**config.mk**
```make
export PLATFORM = sky130hd
export DESIGN_NAME = operating_mode_power_controller
export DESIGN_NICKNAME = d
export VERILOG_FILES = /design/src/common/power_mode_pkg.sv /design/src/logic/pin_change_detect.sv /design/src/logic/operating_mode_power_controller.sv
export SDC_FILE = /design/constraint.sdc
export NUM_CORES = 1
export LEC_CHECK = 0
export BUFFER_PORTS_ARGS = -buffer_cell sky130_fd_sc_hd__buf_2
export CORE_MARGIN = 5
export CORE_UTILIZATION = 45
export DETAILED_ROUTE_END_ITERATION = 10
export PLACE_DENSITY = 0.83
export SKIP_LAST_GASP = 1
export SLEW_MARGIN = 10
export SYNTH_ARGS = -nofsm -noshare
export SYNTH_HDL_FRONTEND = slang
export SYNTH_SLANG_ARGS = --single-unit
```
**constraint.sdc**
```tcl
create_clock -name clk_i -period 3.7 [get_ports clk_i]
set_input_delay 0.37 -clock clk_i [delete_from_list [all_inputs] [get_ports clk_i]]
set_output_delay 0.37 -clock clk_i [all_outputs]
set_load 0.01 [all_outputs]
```
**src/common/power_mode_pkg.sv**
```systemverilog
// Constants, register map and mode encoding of the operating mode power controller
package power_mode_pkg;

    localparam int ADDR_W = 10;

    // Register indices; byte address is four times the index
    localparam logic [7:0] IDX_POWER_CONTROL   = 8'h87;
    localparam logic [7:0] IDX_PORT_ONE_WAKE   = 8'h91;
    localparam logic [7:0] IDX_LOW_CLOCK_KEEP  = 8'hc6;
    localparam logic [7:0] IDX_CLOCK_SELECT    = 8'he5;
    localparam logic [7:0] IDX_PERIPH_CTRL     = 8'hf0;
    localparam logic [7:0] IDX_MODE_STATUS     = 8'hf1;

    // Power control fields
    localparam int PC_IDLE_BIT = 0;
    localparam int PC_STOP_BIT = 1;
    localparam int PC_GP_BIT   = 2;

    // Clock select fields
    localparam int CS_FAST_XTAL_BIT = 0;
    localparam int CS_LOW_SRC_BIT   = 7;

    // Low clock keep field
    localparam int LK_KEEP_BIT = 0;

    // Peripheral control fields
    localparam int PR_T0_RUN_BIT     = 0;
    localparam int PR_T0_CLK_LOW_BIT = 1;
    localparam int PR_ADC_CLK_LOW_BIT = 2;
    localparam int PR_LCD_EN_BIT     = 3;
    localparam int PR_ADC_EN_BIT     = 4;
    localparam int PR_T1_RUN_BIT     = 5;
    localparam int PR_SYS_PERIPH_BIT = 6;

    // Reset values
    localparam logic [2:0] POWER_CONTROL_RST = 3'h0;
    localparam logic [7:0] PORT_ONE_WAKE_RST = 8'h00;
    localparam logic       LOW_CLOCK_KEEP_RST = 1'b0;
    localparam logic       LOW_SRC_SEL_RST   = 1'b1;
    localparam logic       FAST_XTAL_RST     = 1'b0;
    localparam logic [6:0] PERIPH_CTRL_RST   = 7'h00;

    // Stop wake stabilisation counts
    localparam logic [11:0] FAST_XTAL_WARMUP = 12'd2048;
    localparam logic [11:0] FAST_RC_WARMUP   = 12'd64;
    localparam logic [2:0]  SLOW_RC_WARMUP   = 3'd5;

    // Interrupt source positions
    localparam int IRQ_N      = 8;
    localparam int IRQ_T0     = 0;
    localparam int IRQ_LCD    = 1;
    localparam int IRQ_ADC    = 2;
    localparam int IRQ_T1     = 3;
    localparam int IRQ_UART   = 4;
    localparam int IRQ_I2C    = 5;
    localparam int IRQ_PWM    = 6;
    localparam int IRQ_EXT    = 7;

    typedef enum logic [3:0] {
        MODE_NORMAL = 4'b0001,
        MODE_IDLE   = 4'b0010,
        MODE_STOP   = 4'b0100,
        MODE_WARMUP = 4'b1000
    } mode_e;

endpackage : power_mode_pkg

```
**src/logic/pin_change_detect.sv**
```systemverilog
// Level change detector for one wake-capable port
`timescale 1ns/100ps
`default_nettype none
module pin_change_detect #(
    parameter int WIDTH = 8
) (
    input  wire logic             clk_i,
    input  wire logic             rst_i,
    input  wire logic             ce_i,
    input  wire logic [WIDTH-1:0] pins_i,
    input  wire logic [WIDTH-1:0] enable_i,
    input  wire logic             arm_i,
    output logic                  change_o
);
    logic [WIDTH-1:0] last_level;

    // Previous level tracked always so that arming never sees a stale value
    always_ff @(posedge clk_i) begin
        if (rst_i) begin
            last_level <= '0;
        end else if (ce_i) begin
            last_level <= pins_i;
        end
    end

    // Either edge counts
    always_ff @(posedge clk_i) begin
        if (rst_i) begin
            change_o <= 1'b0;
        end else if (ce_i) begin
            change_o <= arm_i && (|((pins_i ^ last_level) & enable_i));
        end
    end
endmodule : pin_change_detect
`default_nettype wire

```
**src/logic/operating_mode_power_controller.sv**
```systemverilog
// Operating mode power controller: modes, clock gates, wake logic and register slave
//
// Decided for this implementation: the Avalon-MM interface to the registers.
`timescale 1ns/100ps
`default_nettype none
// What this block does
// - Three modes, normal, idle and stop, govern oscillators, execution and peripherals.
// - Normal and idle run selected fast source only; stop halts both fast oscillators.
// - In stop slow RC runs if keep bit and source select are 1, or watchdog.
// - Slow crystal runs when source select is 0; in stop also needs keep bit.
// - Instructions execute only in normal mode.
// - Timer zero follows run bit; in stop needs low clock source and keep bit.
// - Idle keeps system-clocked peripherals; stop halts timers one to four, PWM, UART, I2C.
// - ADC runs in stop only on low clock with keep bit set.
// - Watchdog operation depends only on its nonvolatile option.
// - In stop only LCD, ADC, timer zero interrupts live; external interrupts dead.
// - Normal mode after reset and after every wake-up.
// - Setting stop bit enters stop; hardware clears it on wake.
// - Setting idle bit enters idle; hardware clears it on wake.
// - Stop retains all registers and control state.
// - Idle wakes on port change, reset, or enabled interrupt with global enable.
// - Stop wakes on port change, reset, or qualified LCD, ADC, timer zero interrupt.
// - Interrupt wake sets its request flag so the service routine runs.
// - Stop wake waits 2048 or 64 fast clocks plus 5 slow RC clocks.
// - Wake pins trigger on rising or falling change in stop or idle.
// - Port zero always wakes; port one pins wake only when enabled.
// - Idle at bit 0, stop at bit 1 of power control, both reset zero.
module operating_mode_power_controller (
    input  wire logic                                  clk_i,
    input  wire logic                                  rst_i,
    input  wire logic                                  ce_i,
    input  wire logic [power_mode_pkg::ADDR_W-1:0]     address_i,
    input  wire logic                                  read_i,
    input  wire logic                                  write_i,
    input  wire logic [31:0]                           writedata_i,
    input  wire logic [3:0]                            byteenable_i,
    output logic      [31:0]                           readdata_o,
    output logic                                       waitrequest_o,
    input  wire logic [7:0]                            port_zero_i,
    input  wire logic [7:0]                            port_one_i,
    input  wire logic [power_mode_pkg::IRQ_N-1:0]      irq_event_i,
    input  wire logic [power_mode_pkg::IRQ_N-1:0]      irq_enable_i,
    input  wire logic                                  global_irq_enable_i,
    input  wire logic                                  watchdog_option_i,
    input  wire logic                                  fast_tick_i,
    input  wire logic                                  slow_tick_i,
    output logic                                       internal_fast_rc_osc_en_o,
    output logic                                       fast_crystal_en_o,
    output logic                                       internal_slow_rc_osc_en_o,
    output logic                                       slow_crystal_en_o,
    output logic                                       cpu_clock_en_o,
    output logic                                       timer_zero_clock_en_o,
    output logic                                       timer_one_clock_en_o,
    output logic                                       sys_periph_clock_en_o,
    output logic                                       lcd_clock_en_o,
    output logic                                       adc_clock_en_o,
    output logic                                       watchdog_clock_en_o,
    output logic                                       ext_irq_en_o,
    output logic [power_mode_pkg::IRQ_N-1:0]           irq_flag_set_o
);
    power_mode_pkg::mode_e mode;
    power_mode_pkg::mode_e next_mode;

    logic        idle_req;
    logic        stop_req;
    logic        gp_flag;
    logic [7:0]  port_one_wake_enable;
    logic        stop_keep_low_clock;
    logic        low_clock_source_select;
    logic        fast_is_crystal;
    logic [6:0]  periph_ctrl;
    logic [11:0] fast_count;
    logic [2:0]  slow_count;

    logic [7:0]  reg_index;
    logic        aligned;
    logic        write_take;
    logic        wr_lane0;
    logic [7:0]  read_value;

    logic        wake_armed;
    logic        port_zero_change;
    logic        port_one_change;
    logic        pin_wake;
    logic [power_mode_pkg::IRQ_N-1:0] stop_irq_mask;
    logic [power_mode_pkg::IRQ_N-1:0] idle_wake_irqs;
    logic [power_mode_pkg::IRQ_N-1:0] stop_wake_irqs;
    logic        idle_wake;
    logic        stop_wake;
    logic        warmup_done;
    logic [11:0] fast_target;

    logic        t0_low;
    logic        adc_low;

    assign reg_index  = address_i[power_mode_pkg::ADDR_W-1:2];
    assign aligned    = (address_i[1:0] == 2'h0);
    assign write_take = write_i && !waitrequest_o && aligned;
    assign wr_lane0   = write_take && byteenable_i[0];

    assign t0_low  = periph_ctrl[power_mode_pkg::PR_T0_CLK_LOW_BIT];
    assign adc_low = periph_ctrl[power_mode_pkg::PR_ADC_CLK_LOW_BIT];

    // Bus slave: one wait cycle, then the access completes on the edge seeing waitrequest low
    always_ff @(posedge clk_i) begin
        if (rst_i) begin
            waitrequest_o <= 1'b1;
        end else if (ce_i) begin
            if ((read_i || write_i) && waitrequest_o) begin
                waitrequest_o <= 1'b0;
            end else begin
                waitrequest_o <= 1'b1;
            end
        end
    end

    // Unmapped or misaligned reads return zero
    always_comb begin
        read_value = 8'h00;
        if (!aligned) begin
            read_value = 8'h00;
        end else if (reg_index == power_mode_pkg::IDX_POWER_CONTROL) begin
            read_value = {5'h00, gp_flag, stop_req, idle_req};
        end else if (reg_index == power_mode_pkg::IDX_PORT_ONE_WAKE) begin
            read_value = port_one_wake_enable;
        end else if (reg_index == power_mode_pkg::IDX_LOW_CLOCK_KEEP) begin
            read_value = {7'h00, stop_keep_low_clock};
        end else if (reg_index == power_mode_pkg::IDX_CLOCK_SELECT) begin
            read_value = {low_clock_source_select, 6'h00, fast_is_crystal};
        end else if (reg_index == power_mode_pkg::IDX_PERIPH_CTRL) begin
            read_value = {1'b0, periph_ctrl};
        end else if (reg_index == power_mode_pkg::IDX_MODE_STATUS) begin
            read_value = {3'h0, watchdog_option_i, mode};
        end
    end

    always_ff @(posedge clk_i) begin
        if (rst_i) begin
            readdata_o <= 32'h0000_0000;
        end else if (ce_i) begin
            if (read_i && waitrequest_o) begin
                readdata_o <= {24'h00_0000, read_value};
            end
        end
    end

    // Mode request bits; a write in the wake cycle wins over the hardware clear
    always_ff @(posedge clk_i) begin
        if (rst_i) begin
            {gp_flag, stop_req, idle_req} <= power_mode_pkg::POWER_CONTROL_RST;
        end else if (ce_i) begin
            if (wr_lane0 && reg_index == power_mode_pkg::IDX_POWER_CONTROL) begin
                idle_req <= writedata_i[power_mode_pkg::PC_IDLE_BIT];
                stop_req <= writedata_i[power_mode_pkg::PC_STOP_BIT];
                gp_flag  <= writedata_i[power_mode_pkg::PC_GP_BIT];
            end else if (mode == power_mode_pkg::MODE_IDLE && idle_wake) begin
                idle_req <= 1'b0;
                stop_req <= 1'b0;
            end else if (mode == power_mode_pkg::MODE_STOP && stop_wake) begin
                stop_req <= 1'b0;
                idle_req <= 1'b0;
            end
        end
    end

    // Configuration registers; untouched by mode changes so stop retains them
    always_ff @(posedge clk_i) begin
        if (rst_i) begin
            port_one_wake_enable    <= power_mode_pkg::PORT_ONE_WAKE_RST;
            stop_keep_low_clock     <= power_mode_pkg::LOW_CLOCK_KEEP_RST;
            low_clock_source_select <= power_mode_pkg::LOW_SRC_SEL_RST;
            fast_is_crystal         <= power_mode_pkg::FAST_XTAL_RST;
            periph_ctrl             <= power_mode_pkg::PERIPH_CTRL_RST;
        end else if (ce_i && wr_lane0) begin
            if (reg_index == power_mode_pkg::IDX_PORT_ONE_WAKE) begin
                port_one_wake_enable <= writedata_i[7:0];
            end else if (reg_index == power_mode_pkg::IDX_LOW_CLOCK_KEEP) begin
                stop_keep_low_clock <= writedata_i[power_mode_pkg::LK_KEEP_BIT];
            end else if (reg_index == power_mode_pkg::IDX_CLOCK_SELECT) begin
                low_clock_source_select <= writedata_i[power_mode_pkg::CS_LOW_SRC_BIT];
                fast_is_crystal         <= writedata_i[power_mode_pkg::CS_FAST_XTAL_BIT];
            end else if (reg_index == power_mode_pkg::IDX_PERIPH_CTRL) begin
                periph_ctrl <= writedata_i[6:0];
            end
        end
    end

    // Wake pins watched only while asleep
    assign wake_armed = (mode == power_mode_pkg::MODE_IDLE) || (mode == power_mode_pkg::MODE_STOP);

    pin_change_detect #(
        .WIDTH (8)
    ) port_zero_watch (
        .clk_i    (clk_i),
        .rst_i    (rst_i),
        .ce_i     (ce_i),
        .pins_i   (port_zero_i),
        .enable_i (8'hff),
        .arm_i    (wake_armed),
        .change_o (port_zero_change)
    );

    pin_change_detect #(
        .WIDTH (8)
    ) port_one_watch (
        .clk_i    (clk_i),
        .rst_i    (rst_i),
        .ce_i     (ce_i),
        .pins_i   (port_one_i),
        .enable_i (port_one_wake_enable),
        .arm_i    (wake_armed),
        .change_o (port_one_change)
    );

    assign pin_wake = port_zero_change || port_one_change;

    // Only low-clocked LCD, ADC and timer zero survive stop
    always_comb begin
        stop_irq_mask = '0;
        stop_irq_mask[power_mode_pkg::IRQ_T0]  = stop_keep_low_clock && t0_low;
        stop_irq_mask[power_mode_pkg::IRQ_LCD] = stop_keep_low_clock;
        stop_irq_mask[power_mode_pkg::IRQ_ADC] = stop_keep_low_clock && adc_low;
    end

    assign idle_wake_irqs = irq_event_i & irq_enable_i & {power_mode_pkg::IRQ_N{global_irq_enable_i}};
    assign stop_wake_irqs = irq_event_i & irq_enable_i & stop_irq_mask;
    assign idle_wake      = pin_wake || (|idle_wake_irqs);
    assign stop_wake      = pin_wake || (|stop_wake_irqs);

    // Interrupt that woke the device is raised so its service routine follows
    always_ff @(posedge clk_i) begin
        if (rst_i) begin
            irq_flag_set_o <= '0;
        end else if (ce_i) begin
            if (mode == power_mode_pkg::MODE_IDLE) begin
                irq_flag_set_o <= idle_wake_irqs;
            end else if (mode == power_mode_pkg::MODE_STOP) begin
                irq_flag_set_o <= stop_wake_irqs;
            end else begin
                irq_flag_set_o <= '0;
            end
        end
    end

    // Warm-up length follows the fast source type
    assign fast_target = fast_is_crystal ? power_mode_pkg::FAST_XTAL_WARMUP
                                         : power_mode_pkg::FAST_RC_WARMUP;
    assign warmup_done = (fast_count == fast_target) && (slow_count == power_mode_pkg::SLOW_RC_WARMUP);

    // Fast clocks first, slow RC clocks only after the fast count completes
    always_ff @(posedge clk_i) begin
        if (rst_i) begin
            fast_count <= 12'h000;
            slow_count <= 3'h0;
        end else if (ce_i) begin
            if (mode != power_mode_pkg::MODE_WARMUP) begin
                fast_count <= 12'h000;
                slow_count <= 3'h0;
            end else if (fast_count != fast_target) begin
                if (fast_tick_i) begin
                    fast_count <= fast_count + 12'h001;
                end
            end else if (slow_count != power_mode_pkg::SLOW_RC_WARMUP) begin
                if (slow_tick_i) begin
                    slow_count <= slow_count + 3'h1;
                end
            end
        end
    end

    always_comb begin
        next_mode = mode;
        case (mode)
            power_mode_pkg::MODE_NORMAL: begin
                if (stop_req) begin
                    next_mode = power_mode_pkg::MODE_STOP;
                end else if (idle_req) begin
                    next_mode = power_mode_pkg::MODE_IDLE;
                end
            end
            power_mode_pkg::MODE_IDLE: begin
                if (idle_wake) begin
                    next_mode = power_mode_pkg::MODE_NORMAL;
                end
            end
            power_mode_pkg::MODE_STOP: begin
                if (stop_wake) begin
                    next_mode = power_mode_pkg::MODE_WARMUP;
                end
            end
            power_mode_pkg::MODE_WARMUP: begin
                if (warmup_done) begin
                    next_mode = power_mode_pkg::MODE_NORMAL;
                end
            end
            default: begin
                next_mode = power_mode_pkg::MODE_NORMAL;
            end
        endcase
    end

    always_ff @(posedge clk_i) begin
        if (rst_i) begin
            mode <= power_mode_pkg::MODE_NORMAL;
        end else if (ce_i) begin
            mode <= next_mode;
        end
    end

    // Gates follow the next mode so they switch in the same edge as the mode
    always_ff @(posedge clk_i) begin
        if (rst_i) begin
            internal_fast_rc_osc_en_o <= 1'b1;
            fast_crystal_en_o         <= 1'b0;
            internal_slow_rc_osc_en_o <= 1'b1;
            slow_crystal_en_o         <= 1'b0;
            cpu_clock_en_o            <= 1'b1;
            timer_zero_clock_en_o     <= 1'b0;
            timer_one_clock_en_o      <= 1'b0;
            sys_periph_clock_en_o     <= 1'b0;
            lcd_clock_en_o            <= 1'b0;
            adc_clock_en_o            <= 1'b0;
            watchdog_clock_en_o       <= 1'b0;
            ext_irq_en_o              <= 1'b1;
        end else if (ce_i) begin
            // Warm-up keeps the fast source running so it can settle
            if (next_mode == power_mode_pkg::MODE_STOP) begin
                internal_fast_rc_osc_en_o <= 1'b0;
                fast_crystal_en_o         <= 1'b0;
            end else begin
                internal_fast_rc_osc_en_o <= !fast_is_crystal;
                fast_crystal_en_o         <= fast_is_crystal;
            end
            cpu_clock_en_o <= (next_mode == power_mode_pkg::MODE_NORMAL);
            watchdog_clock_en_o <= watchdog_option_i;
            if (next_mode == power_mode_pkg::MODE_NORMAL || next_mode == power_mode_pkg::MODE_IDLE) begin
                internal_slow_rc_osc_en_o <= 1'b1;
                slow_crystal_en_o     <= !low_clock_source_select;
                timer_zero_clock_en_o <= periph_ctrl[power_mode_pkg::PR_T0_RUN_BIT];
                timer_one_clock_en_o  <= periph_ctrl[power_mode_pkg::PR_T1_RUN_BIT];
                sys_periph_clock_en_o <= periph_ctrl[power_mode_pkg::PR_SYS_PERIPH_BIT];
                lcd_clock_en_o        <= periph_ctrl[power_mode_pkg::PR_LCD_EN_BIT];
                adc_clock_en_o        <= periph_ctrl[power_mode_pkg::PR_ADC_EN_BIT];
                ext_irq_en_o          <= 1'b1;
            end else begin
                // Warm-up counts slow RC ticks, so that oscillator stays on then
                internal_slow_rc_osc_en_o <= (stop_keep_low_clock && low_clock_source_select)
                                             || watchdog_option_i
                                             || (next_mode == power_mode_pkg::MODE_WARMUP);
                slow_crystal_en_o     <= stop_keep_low_clock && !low_clock_source_select;
                timer_zero_clock_en_o <= periph_ctrl[power_mode_pkg::PR_T0_RUN_BIT]
                                         && t0_low && stop_keep_low_clock;
                timer_one_clock_en_o  <= 1'b0;
                sys_periph_clock_en_o <= 1'b0;
                lcd_clock_en_o        <= periph_ctrl[power_mode_pkg::PR_LCD_EN_BIT]
                                         && stop_keep_low_clock;
                adc_clock_en_o        <= periph_ctrl[power_mode_pkg::PR_ADC_EN_BIT]
                                         && adc_low && stop_keep_low_clock;
                ext_irq_en_o          <= 1'b0;
            end
        end
    end
endmodule : operating_mode_power_controller
`default_nettype wire

```
; Yosys cells after proc, flatten, opt, wreduce, memory -nomap -nowiden
; Cells that the tools add are included.
[totals]
reg_bits = 87
latch_bits = 0
mem_bits_rw = 0
mem_bits_ro = 0
input_bits = 87
output_inout_bits = 53
word_cells = 150
memories = 0
[classes]
n_addsub = 2
multipliers = 0
n_div = 0
magnitude_cmp = 0
n_eq_ne = 20
shifts = 0
mux = 38
bitwise = 9
n_reduce_logical = 51
[op_table]
columns = op, count
row1 = 8-bit 2-to-1 mux, 7
row2 = 8-bit equality test (second input constant), 6
row3 = 12-bit 2-to-1 mux, 4
row4 = 8-bit OR reduction, 4
row5 = 8-bit AND, 3
row6 = 1-bit logical AND, 21
row7 = 4-bit 2-to-1 mux, 5
row8 = 4-bit one-hot mux with 4 select lines, 1
row9 = 8-bit bitwise XOR, 2
row10 = 1-bit 2-to-1 mux, 15
row11 = 12-bit by 1-bit adder with 12-bit output (second input constant), 1
row12 = 12-bit equality test, 1
row13 = 3-bit 2-to-1 mux, 4
row14 = 12-bit inequality test, 1
row15 = 8-bit by 3-bit AND with 8-bit output, 1
row16 = 4-bit by 1-bit equality test with 1-bit output (second input constant), 2
row17 = 4-bit by 2-bit equality test with 1-bit output (second input constant), 2
row18 = 4-bit by 3-bit equality test with 1-bit output (second input constant), 2
row19 = 4-bit equality test (second input constant), 2
row20 = 1-bit logical OR, 8
row21 = 2-bit AND reduction, 4
row22 = 4-bit AND reduction, 2
row23 = 2-bit nonzero test, 4
row24 = 7-bit 2-to-1 mux, 1
row25 = other kinds (12), 17

; Longest topological paths before layout
; Gate-level depths: netlist (run 1).
[logic_depth]
word_depth = 9
mapped_depth = 7

; By module
; A second synthesis (run 1) with hierarchy kept.
[hier_totals]
hier_cells = 496
hier_area_um2 = 4445.5
[modules_own_cells]
columns = mod, instances, cells_each, area_per_inst_um2
row1 = operating_mode_power_controller, 1, 408, 3594.7
row2 = pin_change_detect, 2, 44, 425.4

; Worst setup path before layout (run 1)
; No wires, ideal clock.
[synth_timing]
path_kind = input to register
start = input address_i[5] (netlist name)
end = register periph_ctrl[0]
setup_time_ns = 0.128
t_arrival_ns = 1.700
t_required_ns = 3.572
setup_slack_ns = 1.873
cell_stages = 5
n_path_buf = 0
path_cell_list = or3b_1 > or2_4 > nor4_4 > mux2i_1 > nor2_1
[synth_between]
elab_chain_cells = 3
[synth_lines]
columns = item, line
row1 = "start, declared", operating_mode_power_controller.sv:32  ; input wire logic [power_mode_pkg::ADDR_W-1:0] address_i,
row2 = "8-bit equality test, on equally long branches", "operating_mode_power_controller.sv:179, operating_mode_power_controller.sv:175, operating_mode_power_controller.sv:177"
row3 = 1-bit NOT (no source line), -
row4 = 5-bit AND reduction (no source line) *, -
row5 = "end signal, assigned", operating_mode_power_controller.sv:173  ; periph_ctrl <= power_mode_pkg::PERIPH_CTRL_RST;
row6 = "end signal, assigned", operating_mode_power_controller.sv:183  ; periph_ctrl <= writedata_i[6:0];
row7 = "end, declared", operating_mode_power_controller.sv:71  ; logic [6:0] periph_ctrl;
; Every way passes the cells marked *; elsewhere a longest branch is shown, timed or not.
; A chain may end at the register's enable or synchronous reset.

; Worst setup path after layout (run 1)
[layout_timing]
start = register mode[3]
end = register lcd_clock_en_o
[layout_between]
elab_chain_cells = 6
[layout_lines]
columns = item, line
row1 = "start, declared", operating_mode_power_controller.sv:61  ; power_mode_pkg::mode_e mode;
row2 = "start signal, assigned", operating_mode_power_controller.sv:304  ; mode <= power_mode_pkg::MODE_NORMAL;
row3 = "start signal, assigned", operating_mode_power_controller.sv:306  ; mode <= next_mode;
row4 = 4-bit 2-to-1 mux, operating_mode_power_controller.sv:277  ; end else if (idle_req) begin
row5 = 4-bit 2-to-1 mux, operating_mode_power_controller.sv:275  ; if (stop_req) begin
row6 = 4-bit one-hot mux with 4 select lines *, operating_mode_power_controller.sv:273  ; case (mode)
row7 = 4-bit by 1-bit equality test with 1-bit output or 4-bit by 2-bit equality test with 1-bit output (tied branches), operating_mode_power_controller.sv:336  ; if (next_mode == power_mode_pkg::MODE_NORMAL || next_mode == power_mode_pkg::MODE_IDLE) begin
row8 = 1-bit logical OR *, operating_mode_power_controller.sv:336
row9 = 1-bit 2-to-1 mux *, operating_mode_power_controller.sv:336
row10 = "end signal, assigned", operating_mode_power_controller.sv:342  ; lcd_clock_en_o <= periph_ctrl[power_mode_pkg::PR_LCD_EN_BIT];
row11 = "end signal, assigned", operating_mode_power_controller.sv:355  ; lcd_clock_en_o <= periph_ctrl[power_mode_pkg::PR_LCD_EN_BIT]
row12 = "end, declared", operating_mode_power_controller.sv:55  ; output logic lcd_clock_en_o,
; Marks and branches as above.

==> flow_summary_export.csv, run 1 <==
group,metric,value,unit
setup_path,crit_path_start,"mode[3]",
layout,drive_gt1_share,19.77,%
layout,antenna_cells,0,
power,power_density,352.8,nW/um2
power,finalPower,1.803,mW
sta,slew_headroom,34.49,%
run_status,status,"complete, no violations",
setup_path,crit_required,3.95,ns
floorplan,io_pins,140,
setup_path,regToRegSetupSlack,1.44,ns
detailed_routing,wl,11.67,mm
yosys,synthFlopType,"dfxtp_1",
global_routing,grt_first_pass_wirelength,18.71,mm
yosys,ys_seq_area_share,39.15,%
detailed_routing,firstDrtPassIters,5,
sta,setup_tns,0,ns
yosys,ys_ff_latch,87,
clock_network,ctsRootBufferMaster,"clkbuf_8",
sta,finalClockSkew,0.007051,ns
min_path,hold_class,"input pin to flop",
sta,worstMarginPinSlew,0.9807,ns
yosys,syn_inst,510,
setup_path,cp-start-kind,"flop",
detailed_routing,ant_nets,0,
detailed_routing,drc,0,
clock_network,insertion_delay,0.36,ns
yosys,syn_avg_cell_area,8.724,um2
sta,finalMaxSlewViolations,0,
global_routing,groute.usage.overall,19.76,%
clock_network,cts_resized,0,
place,gp_congestion,0.8687,
yosys,synth_edf_count,0,
yosys,synth_area,4449,um2
layout,syn_to_final_growth,14.85,%
power,max-vdd-ir-drop,0.2345,mV
clock_network,cts_tree,"built",
detailed_routing,vias_per_cell,5.534,
floorplan,floorplan.rows,36,
setup_path,cp-endpoint,"lcd_clock_en_o",
floorplan,start_util,45.73,%
detailed_routing,wl_per_cell,15.99,um
sta,finalSetupViolCount,0,
layout,fill_cells,923,
setup_path,reg2reg_to,"lcd_clock_en_o",
power,p_leak,2.113,nW
setup_path,r2r-start,"mode[3]",
setup_path,setup.worst_path.class,"flop to flop",
sta,max_freq,0.4419,GHz
setup_path,critical_path_arrival,2.51,ns
yosys,synth_cell_types,62,
clock_network,ctsHtreeMaxLevel,3,
layout,nNetsFinal,683,
layout,mostFrequentLayoutCell,"buf_2",
clock_network,clockBufferDepth,2,
floorplan,core,9729,um2
floorplan,die_w,109.4,um
setup_path,r2r_cells,4,
detailed_routing,via_count,4040,
global_routing,grt_overflow,0,
global_routing,antenna_found_initial,0,
setup_path,end_kind,"flop",
layout,mostFrequentLayoutCells,"88 x buf_2, 87 x dfxtp_1, 66 x nor2_1",
clock_network,cts_setup_buffers,0,
sta,min_period,2.263,ns
yosys,ys_warn_count,0,
floorplan,die_area,11980,um2
clock_network,clock_sinks,87,
global_routing,grt_start_max_net_pins,62,
yosys,async_reset_ff_share,0,%
place,post-dp-hpwl,8.998,mm
sta,hold_violations,0,
setup_path,cp_max_fo,10,
floorplan,die_h,109.4,um
place,portBuffers,88,
global_routing,grt_pass1_vias,3906,
sta,fin_crit_sh,61.16,%
clock_network,clk_pin_slew,0.09,ns
sta,grt_setup_unrepaired,"no",
detailed_routing,drtIter0Drc,257,
job,maxCapViolations,0,
clock_network,numCtsBuffers,9,
clock_network,cts_hold_buffers,0,
## flip-flops by register name, summed over array words and instances (netlist names), 3 cells and up
name	count
periph_ctrl	7
mode	4
port_one_wake_enable	8
readdata_o	8
port_zero_watch.last_level	8
irq_flag_set_o	8
slow_count	3
fast_count	12
port_one_watch.last_level	8
## cells in the mapped netlist, types with 7 or more instances
cell      count  area share, %
nand4_1       9            1.3
dfxtp_1      87             39
xnor2_1      10            2.0
and2_1        7           0.98
xor2_1        9            1.8
nand3_1      10            1.1
inv_1         8           0.67
nor3_1       12            1.3
nand2b_1     11            1.5
a22oi_1      10            1.7
mux2i_1      40            9.0
nand2_1      41            3.5
clkbuf_1      8           0.67
a32o_1        9            2.0
o21ai_0      21            2.4
buf_2         7           0.79
a21oi_1      19            2.1
buf_4        24            4.0
nor2_1       66            5.6
or3_1         8            1.1
## per-stage QoR
step                      hold WS, ns  cells  setup slack (ns)  util [%]  instance area (um2)
after floorplan                0.4406    533             1.873         -                 4536
after global placement         0.4389    714             1.355     50.41                 4905
after detailed placement       0.4472    714             1.339     50.41                 4905
after CTS                      0.2442    730             1.457     52.52                 5110
after global routing           0.2607    730             1.323     52.52                 5110
final                          0.2539    730             1.437     52.52                 5110
## power breakdown
group	switching, mW	internal, mW
Clock	0.349	0.334
Combinational	0.0991	0.0617
Sequential	0.0108	0.948
Total	0.459	1.34
## worst min path at each step
stage / start / to / slack, ns / depth (start not counted)
2_1_floorplan: port_zero_watch.change_o / port_zero_watch.change_o / 0.44 / 2
4_1_cts: writedata_i[5] / port_one_wake_enable[5] / 0.24 / 3
5_1_grt: writedata_i[5] / port_one_wake_enable[5] / 0.26 / 3
3_5_place_dp: readdata_o[4] / readdata_o[4] / 0.45 / 2
3_3_place_gp: readdata_o[7] / readdata_o[7] / 0.44 / 2
6_report: writedata_i[5] / port_one_wake_enable[5] / 0.25 / 3
## cell type report
cell class	instances	area (um2)	share of cell area, %
clock buffers	10	137.6	2.693
clock inverters	6	67.56	1.322
inverters	9	33.78	0.6611
multi-input cells	394	2500	48.92
flip-flops and latches	87	1742	34.08
well taps	133	166.4	3.257
repair buffers	91	462.9	9.060
## worst max-delay path: stages, from the launching register on
cell and delay [ns]:
dfxtp_1 0.58, or4b_4 0.56, a41oi_1 0.49, o21bai_1 0.22
a32o_1 0.31
## routing by layer
layer	GRT usage, %	vias up	wire, um	part of all wire [%]
li1	-	1972	-	-
met4	6.946	0	214	1.8
met3	5.109	19	947	8.1
met5	0	-	0	0
met2	34.22	145	5753	49
met1	23.62	1904	4756	41
## kinds of logic (layout without fill, tap and decap cells)
logic type | after synthesis | count (layout) | share of synthesized area [%]
adder cells (fa/ha/maj) | 4 | 4 | 1.125
XOR/XNOR | 19 | 19 | 3.740
buffers and inverters | 52 | 116 | 6.608
AND/OR/NAND/NOR | 198 | 198 | 22.89
AO/OA/AOI/OAI | 109 | 109 | 17.41
flip-flops | 87 | 87 | 39.15
other | 1 | 24 | 0.08428
multiplexers | 40 | 40 | 8.999
(Power assumes the default switching activity.)
==> run 2, diff against run 1 <==
Clock period 3.7 ns to 2.1 ns, I/O delays scaled along.
==> flow_summary_export.csv, run 2 (synthesis results as in run 1) <==
group,metric,value,unit
sta,fin_ws,0.1802,ns
sta,worstMarginPinSlew,0.7219,ns
setup_path,setup.worst_path.class,"flop to flop",
layout,syn_to_final_growth,17.38,%
setup_path,slowest_delay,0.59,ns
power,max-vdd-ir-drop,0.3977,mV
layout,design_area,5223,um2
setup_path,r2r-start,"mode[0]",
clock_network,clock_sinks,87,
clock_network,numCtsBuffers,9,
sta,fin_crit_sh,91.42,%
floorplan,die_w,109.4,um
sta,hold_violations,0,
power,p_leak,2.194,nW
sta,finalMaxSlewViolations,0,
clock_network,ctsHtreeMaxLevel,3,
floorplan,die_area,11980,um2
detailed_routing,ant_nets,0,
global_routing,grt_pass1_vias,3989,
global_routing,grt_overflow,0,
sta,setup_tns,0,ns
detailed_routing,drtIter0Drc,269,
sta,finalClockSkew,0.01399,ns
detailed_routing,drc,0,
global_routing,antenna_found_initial,0,
layout,largest_reg_flops,12,
setup_path,path_cells,"or4b_4, and3_1, a211oi_4, or3_1, a21oi_1",
global_routing,grt_first_pass_wirelength,18.85,mm
power,internal-power,2.361,mW
layout,regMostFlops,"fast_count",
clock_network,cts_tree,"built",
layout,antenna_cells,0,
layout,mostFrequentLayoutCell,"buf_2",
min_path,min_from,"writedata_i[4]",
global_routing,grt_start_max_net_pins,42,
place,placed_area,5010,um2
layout,mostFrequentLayoutCells,"88 x buf_2, 87 x dfxtp_1, 66 x nor2_1",
detailed_routing,firstDrtPassIters,5,
detailed_routing,wl,11.81,mm
layout,utilization,53.68,%
power,power_frac_comb,9.2,%
setup_path,critical_path_arrival,2.14,ns
sta,max_freq,0.5209,GHz
power,swShare,26.73,%
setup_path,cp-start-kind,"flop",
setup_path,cp_slowest_cell,"or4b_4",
power,seq_power_share,52.3,%
place,preCtsSetupSlack,0.1983,ns
place,gp_congestion,0.8564,
floorplan,io_pins,140,
sta,grt_setup_unrepaired,"no",
setup_path,crit_required,2.32,ns
power,clkPwrFrac,38.5,%
clock_network,clk_pin_slew,0.10,ns
place,post-dp-hpwl,9.336,mm
floorplan,die_h,109.4,um
floorplan,start_util,45.73,%
sta,slew_headroom,51.36,%
detailed_routing,vias_per_cell,5.441,
sta,whs,0.08729,ns
setup_path,crit_path_start,"mode[0]",
sta,min_period,1.920,ns
floorplan,core,9729,um2
detailed_routing,via_count,4048,
place,portBuffers,88,
min_path,hold_class,"input pin to flop",
power,switchingPower,0.8614,mW
global_routing,groute.usage.overall,19.92,%
run_status,status,"complete, no violations",
layout,drive_gt1_share,21.77,%
job,maxCapViolations,0,
clock_network,insertion_delay,0.37,ns
layout,nNetsFinal,697,
detailed_routing,wl_per_cell,15.88,um
floorplan,floorplan.rows,36,
sta,finalSetupViolCount,0,
setup_path,end_kind,"flop",
clock_network,ctsRootBufferMaster,"clkbuf_8",
setup_path,cp_max_fo,9,
power,power_density,617.1,nW/um2
clock_network,clockBufferDepth,2,
-- run 2: worst paths after layout --
kind                              to  slack (ns)  cells past startpoint
min          port_one_wake_enable[4]        0.09                      3
min reg2reg            readdata_o[7]        0.46                      2
max reg2reg            fast_count[6]        0.18                      5
max                    fast_count[6]        0.18                      5
-- run 2: power by group through the flow --
stage | combinational (mW) | clock, mW | sequential [mW]
after global routing | 0.326 | 1.33 | 1.69
after detailed placement | 0.293 | 0 | 1.72
after CTS | 0.294 | 1.26 | 1.68
final | 0.296 | 1.24 | 1.68
after floorplan | 0.200 | 0 | 1.72
after global placement | 0.282 | 0 | 1.72
-- run 2: final cells by class --
class	count	area (um2)
well taps	133	166.4
fillers	913	4507
multi-input cells	394	2506
repair buffers	105	568.0
clock buffers	9	123.9
clock inverters	7	82.58
flip-flops and latches	87	1742
inverters	9	33.78
-- run 2: per-stage QoR --
step / cells / total power, mW
floorplan: 533 / 1.922
global placement: 728 / 2.003
detailed placement: 728 / 2.016
CTS: 744 / 3.234
global route: 744 / 3.345
finish: 744 / 3.223
-- run 2: repair_timing --
action	4_1_cts	5_1_grt
setup buffers	0	0
setup endpoints to repair	0	2
hold buffers	0	0
resized for setup	0	1
-- run 2: routing by layer --
metal	vias up	global-route usage (%)	routed length [um]	part of all wire, %
li1	1998	-	-	-
met1	1886	23.94	4797	41
met2	148	34.44	5846	49
met3	16	5.578	956	8.1
met4	0	6.144	214	1.8
met5	-	0	0	0
-- run 2: worst max-delay path: cells and delay by family, from the launching register on --
family	cells	cell delay [ns]
simple gates	3	1.00
flops	1	0.38
compound gates	2	0.39
==> run 3, diff against run 2 <==
Settings changed: CTS_BUF_LIST set to sky130_fd_sc_hd__clkbuf_16.
Clock period 2.1 ns to 2 ns, I/O delays scaled along.
==> flow_summary_export.csv, run 3 (synthesis results as in run 1) <==
group,metric,value,unit
layout,fill_cells,904,
sta,setup_tns,0,ns
sta,whs,0.09847,ns
detailed_routing,vias_per_cell,5.509,
floorplan,die_area,11980,um2
clock_network,cts_hold_buffers,0,
clock_network,cts_tree,"built",
power,power_density,706.3,nW/um2
global_routing,grt_pass1_vias,4148,
power,swShare,24.89,%
detailed_routing,wl_met3,812,um
place,portBuffers,88,
clock_network,insertion_delay,0.35,ns
layout,largest_reg_flops,12,
clock_network,numCtsBuffers,9,
setup_path,end_kind,"flop",
detailed_routing,drc,0,
layout,nNetsFinal,706,
layout,syn_to_final_growth,21.15,%
sta,max_freq,0.5191,GHz
power,clkPwrFrac,45.3,%
place,post-dp-hpwl,9.243,mm
layout,utilization,55.40,%
sta,hold_violations,0,
setup_path,path_cells,"or4b_4, buf_4, and3_1, a211oi_4, or3_1, a21oi_1",
setup_path,regToRegSetupSlack,0.07,ns
clock_network,ctsRootBufferMaster,"clkbuf_16",
layout,register_area,1742,um2
floorplan,start_util,45.73,%
power,seq_power_share,46.5,%
power,max-vdd-ir-drop,0.5505,mV
global_routing,grt_first_pass_wirelength,19.25,mm
place,gp_congestion,0.9439,
clock_network,cts_setup_buffers,0,
detailed_routing,wl,11.96,mm
sta,worstMarginPinSlew,0.6789,ns
global_routing,grt_start_max_net_pins,40,
power,p_leak,2.282,nW
detailed_routing,met2WireLength,5.812,mm
sta,finalMaxSlewViolations,0,
clock_network,clockBufferDepth,2,
floorplan,io_pins,140,
detailed_routing,drtIter0Drc,298,
sta,slew_headroom,54.26,%
setup_path,cp_max_fo,9,
setup_path,r2r-start,"mode[0]",
min_path,hold_path_depth,2,
setup_path,slowest_delay,0.55,ns
sta,fin_crit_sh,96.32,%
sta,grt_setup_unrepaired,"no",
setup_path,setup.worst_path.class,"flop to flop",
run_status,status,"complete, no violations",
min_path,min_from,"rst_i",
layout,antenna_cells,0,
floorplan,core,9729,um2
setup_path,crit_required,2.20,ns
floorplan,die_h,109.4,um
detailed_routing,via_count,4148,
detailed_routing,met1Wirelength,5.046,mm
setup_path,cpLargestDelayFamily,"simple AND/OR/NAND/NOR gates",
global_routing,groute.usage.overall,20.31,%
clock_network,cts_resized,0,
power,internal-power,2.860,mW
layout,regMostFlops,"fast_count",
detailed_routing,ant_nets,0,
job,maxCapViolations,0,
setup_path,critical_path_arrival,2.13,ns
power,power_frac_comb,8.2,%
setup_path,cp_slowest_cell,"or4b_4",
setup_path,cp_num_buf_inv,1,
detailed_routing,wl_per_cell,15.88,um
setup_path,cp-start-kind,"flop",
layout,drive_gt1_share,22.90,%
global_routing,grt_overflow,0,
layout,mostFrequentLayoutCell,"buf_2",
min_path,hold_class,"input pin to flop",
layout,mostFrequentLayoutCells,"88 x buf_2, 87 x dfxtp_1, 66 x nor2_1",
min_path,min_to,"readdata_o[7]",
detailed_routing,firstDrtPassIters,4,
sta,finalSetupViolCount,0,
setup_path,r2r_cells,6,
floorplan,die_w,109.4,um
sta,finalClockSkew,0.009651,ns
power,switchingPower,0.9474,mW
setup_path,reg2reg_to,"fast_count[4]",
clock_network,clock_sinks,87,
floorplan,floorplan.rows,36,
layout,multiInputGateArea,2511,um2
clock_network,clk_pin_slew,0.07,ns
detailed_routing,top_layer_used,"met4",
sta,min_period,1.926,ns
clock_network,ctsHtreeMaxLevel,3,
global_routing,antenna_found_initial,0,
## run 3: worst max path at each step
stage / from / end / slack, ns / cells past startpoint
2_1_floorplan: waitrequest_o / periph_ctrl[0] / 0.24 / 5
3_3_place_gp: fast_count[0] / timer_one_clock_en_o / 0.06 / 7
3_5_place_dp: fast_count[0] / timer_one_clock_en_o / 0.01 / 7
4_1_cts: fast_count[0] / timer_one_clock_en_o / 0.02 / 7
5_1_grt: fast_count[7] / slow_count[2] / 0.0006 / 5
6_report: mode[0] / fast_count[4] / 0.07 / 6
## run 3: layer usage
metal / up-vias / global-route usage [%]
li1: 2007 / -
met4: 0 / 7.658
met3: 25 / 6.753
met2: 129 / 34.00
met5: - / 0
met1: 1987 / 24.11
## run 3: area by class of cell
cell class	count	share of cell area, %
Tap cell	133	3.087
Multi-Input combinational cell	394	46.59
Timing Repair Buffer	114	11.79
Inverter	9	0.6267
Clock inverter	7	1.416
Clock buffer	9	4.178
Sequential cell	87	32.31
## run 3: power groups by stage
stage                     Sequential (mW)  Clock (mW)  Combinational [mW]
final                                1.77        1.73               0.313
after global routing                 1.77        1.82               0.348
after CTS                            1.77        1.74               0.310
after detailed placement             1.81           0               0.309
after global placement               1.81           0               0.298
after floorplan                      1.81           0               0.210
## run 3: stage by stage
stage	power, mW	cell area (um2)	instances	setup slack, ns
finish	3.807	5390	753	0.07366
global route	3.938	5390	753	0.0006353
CTS	3.822	5379	753	0.01753
detailed placement	2.117	5077	737	0.01195
global placement	2.105	5077	737	0.06076
floorplan	2.018	4536	533	0.2378
## run 3: worst reg2reg max path, stage by stage (launching register included)
cell	delay, ns
dfxtp_1	0.32
or4b_4	0.55
buf_4	0.17
and3_1	0.20
a211oi_4	0.32
or3_1	0.17
a21oi_1	0.06
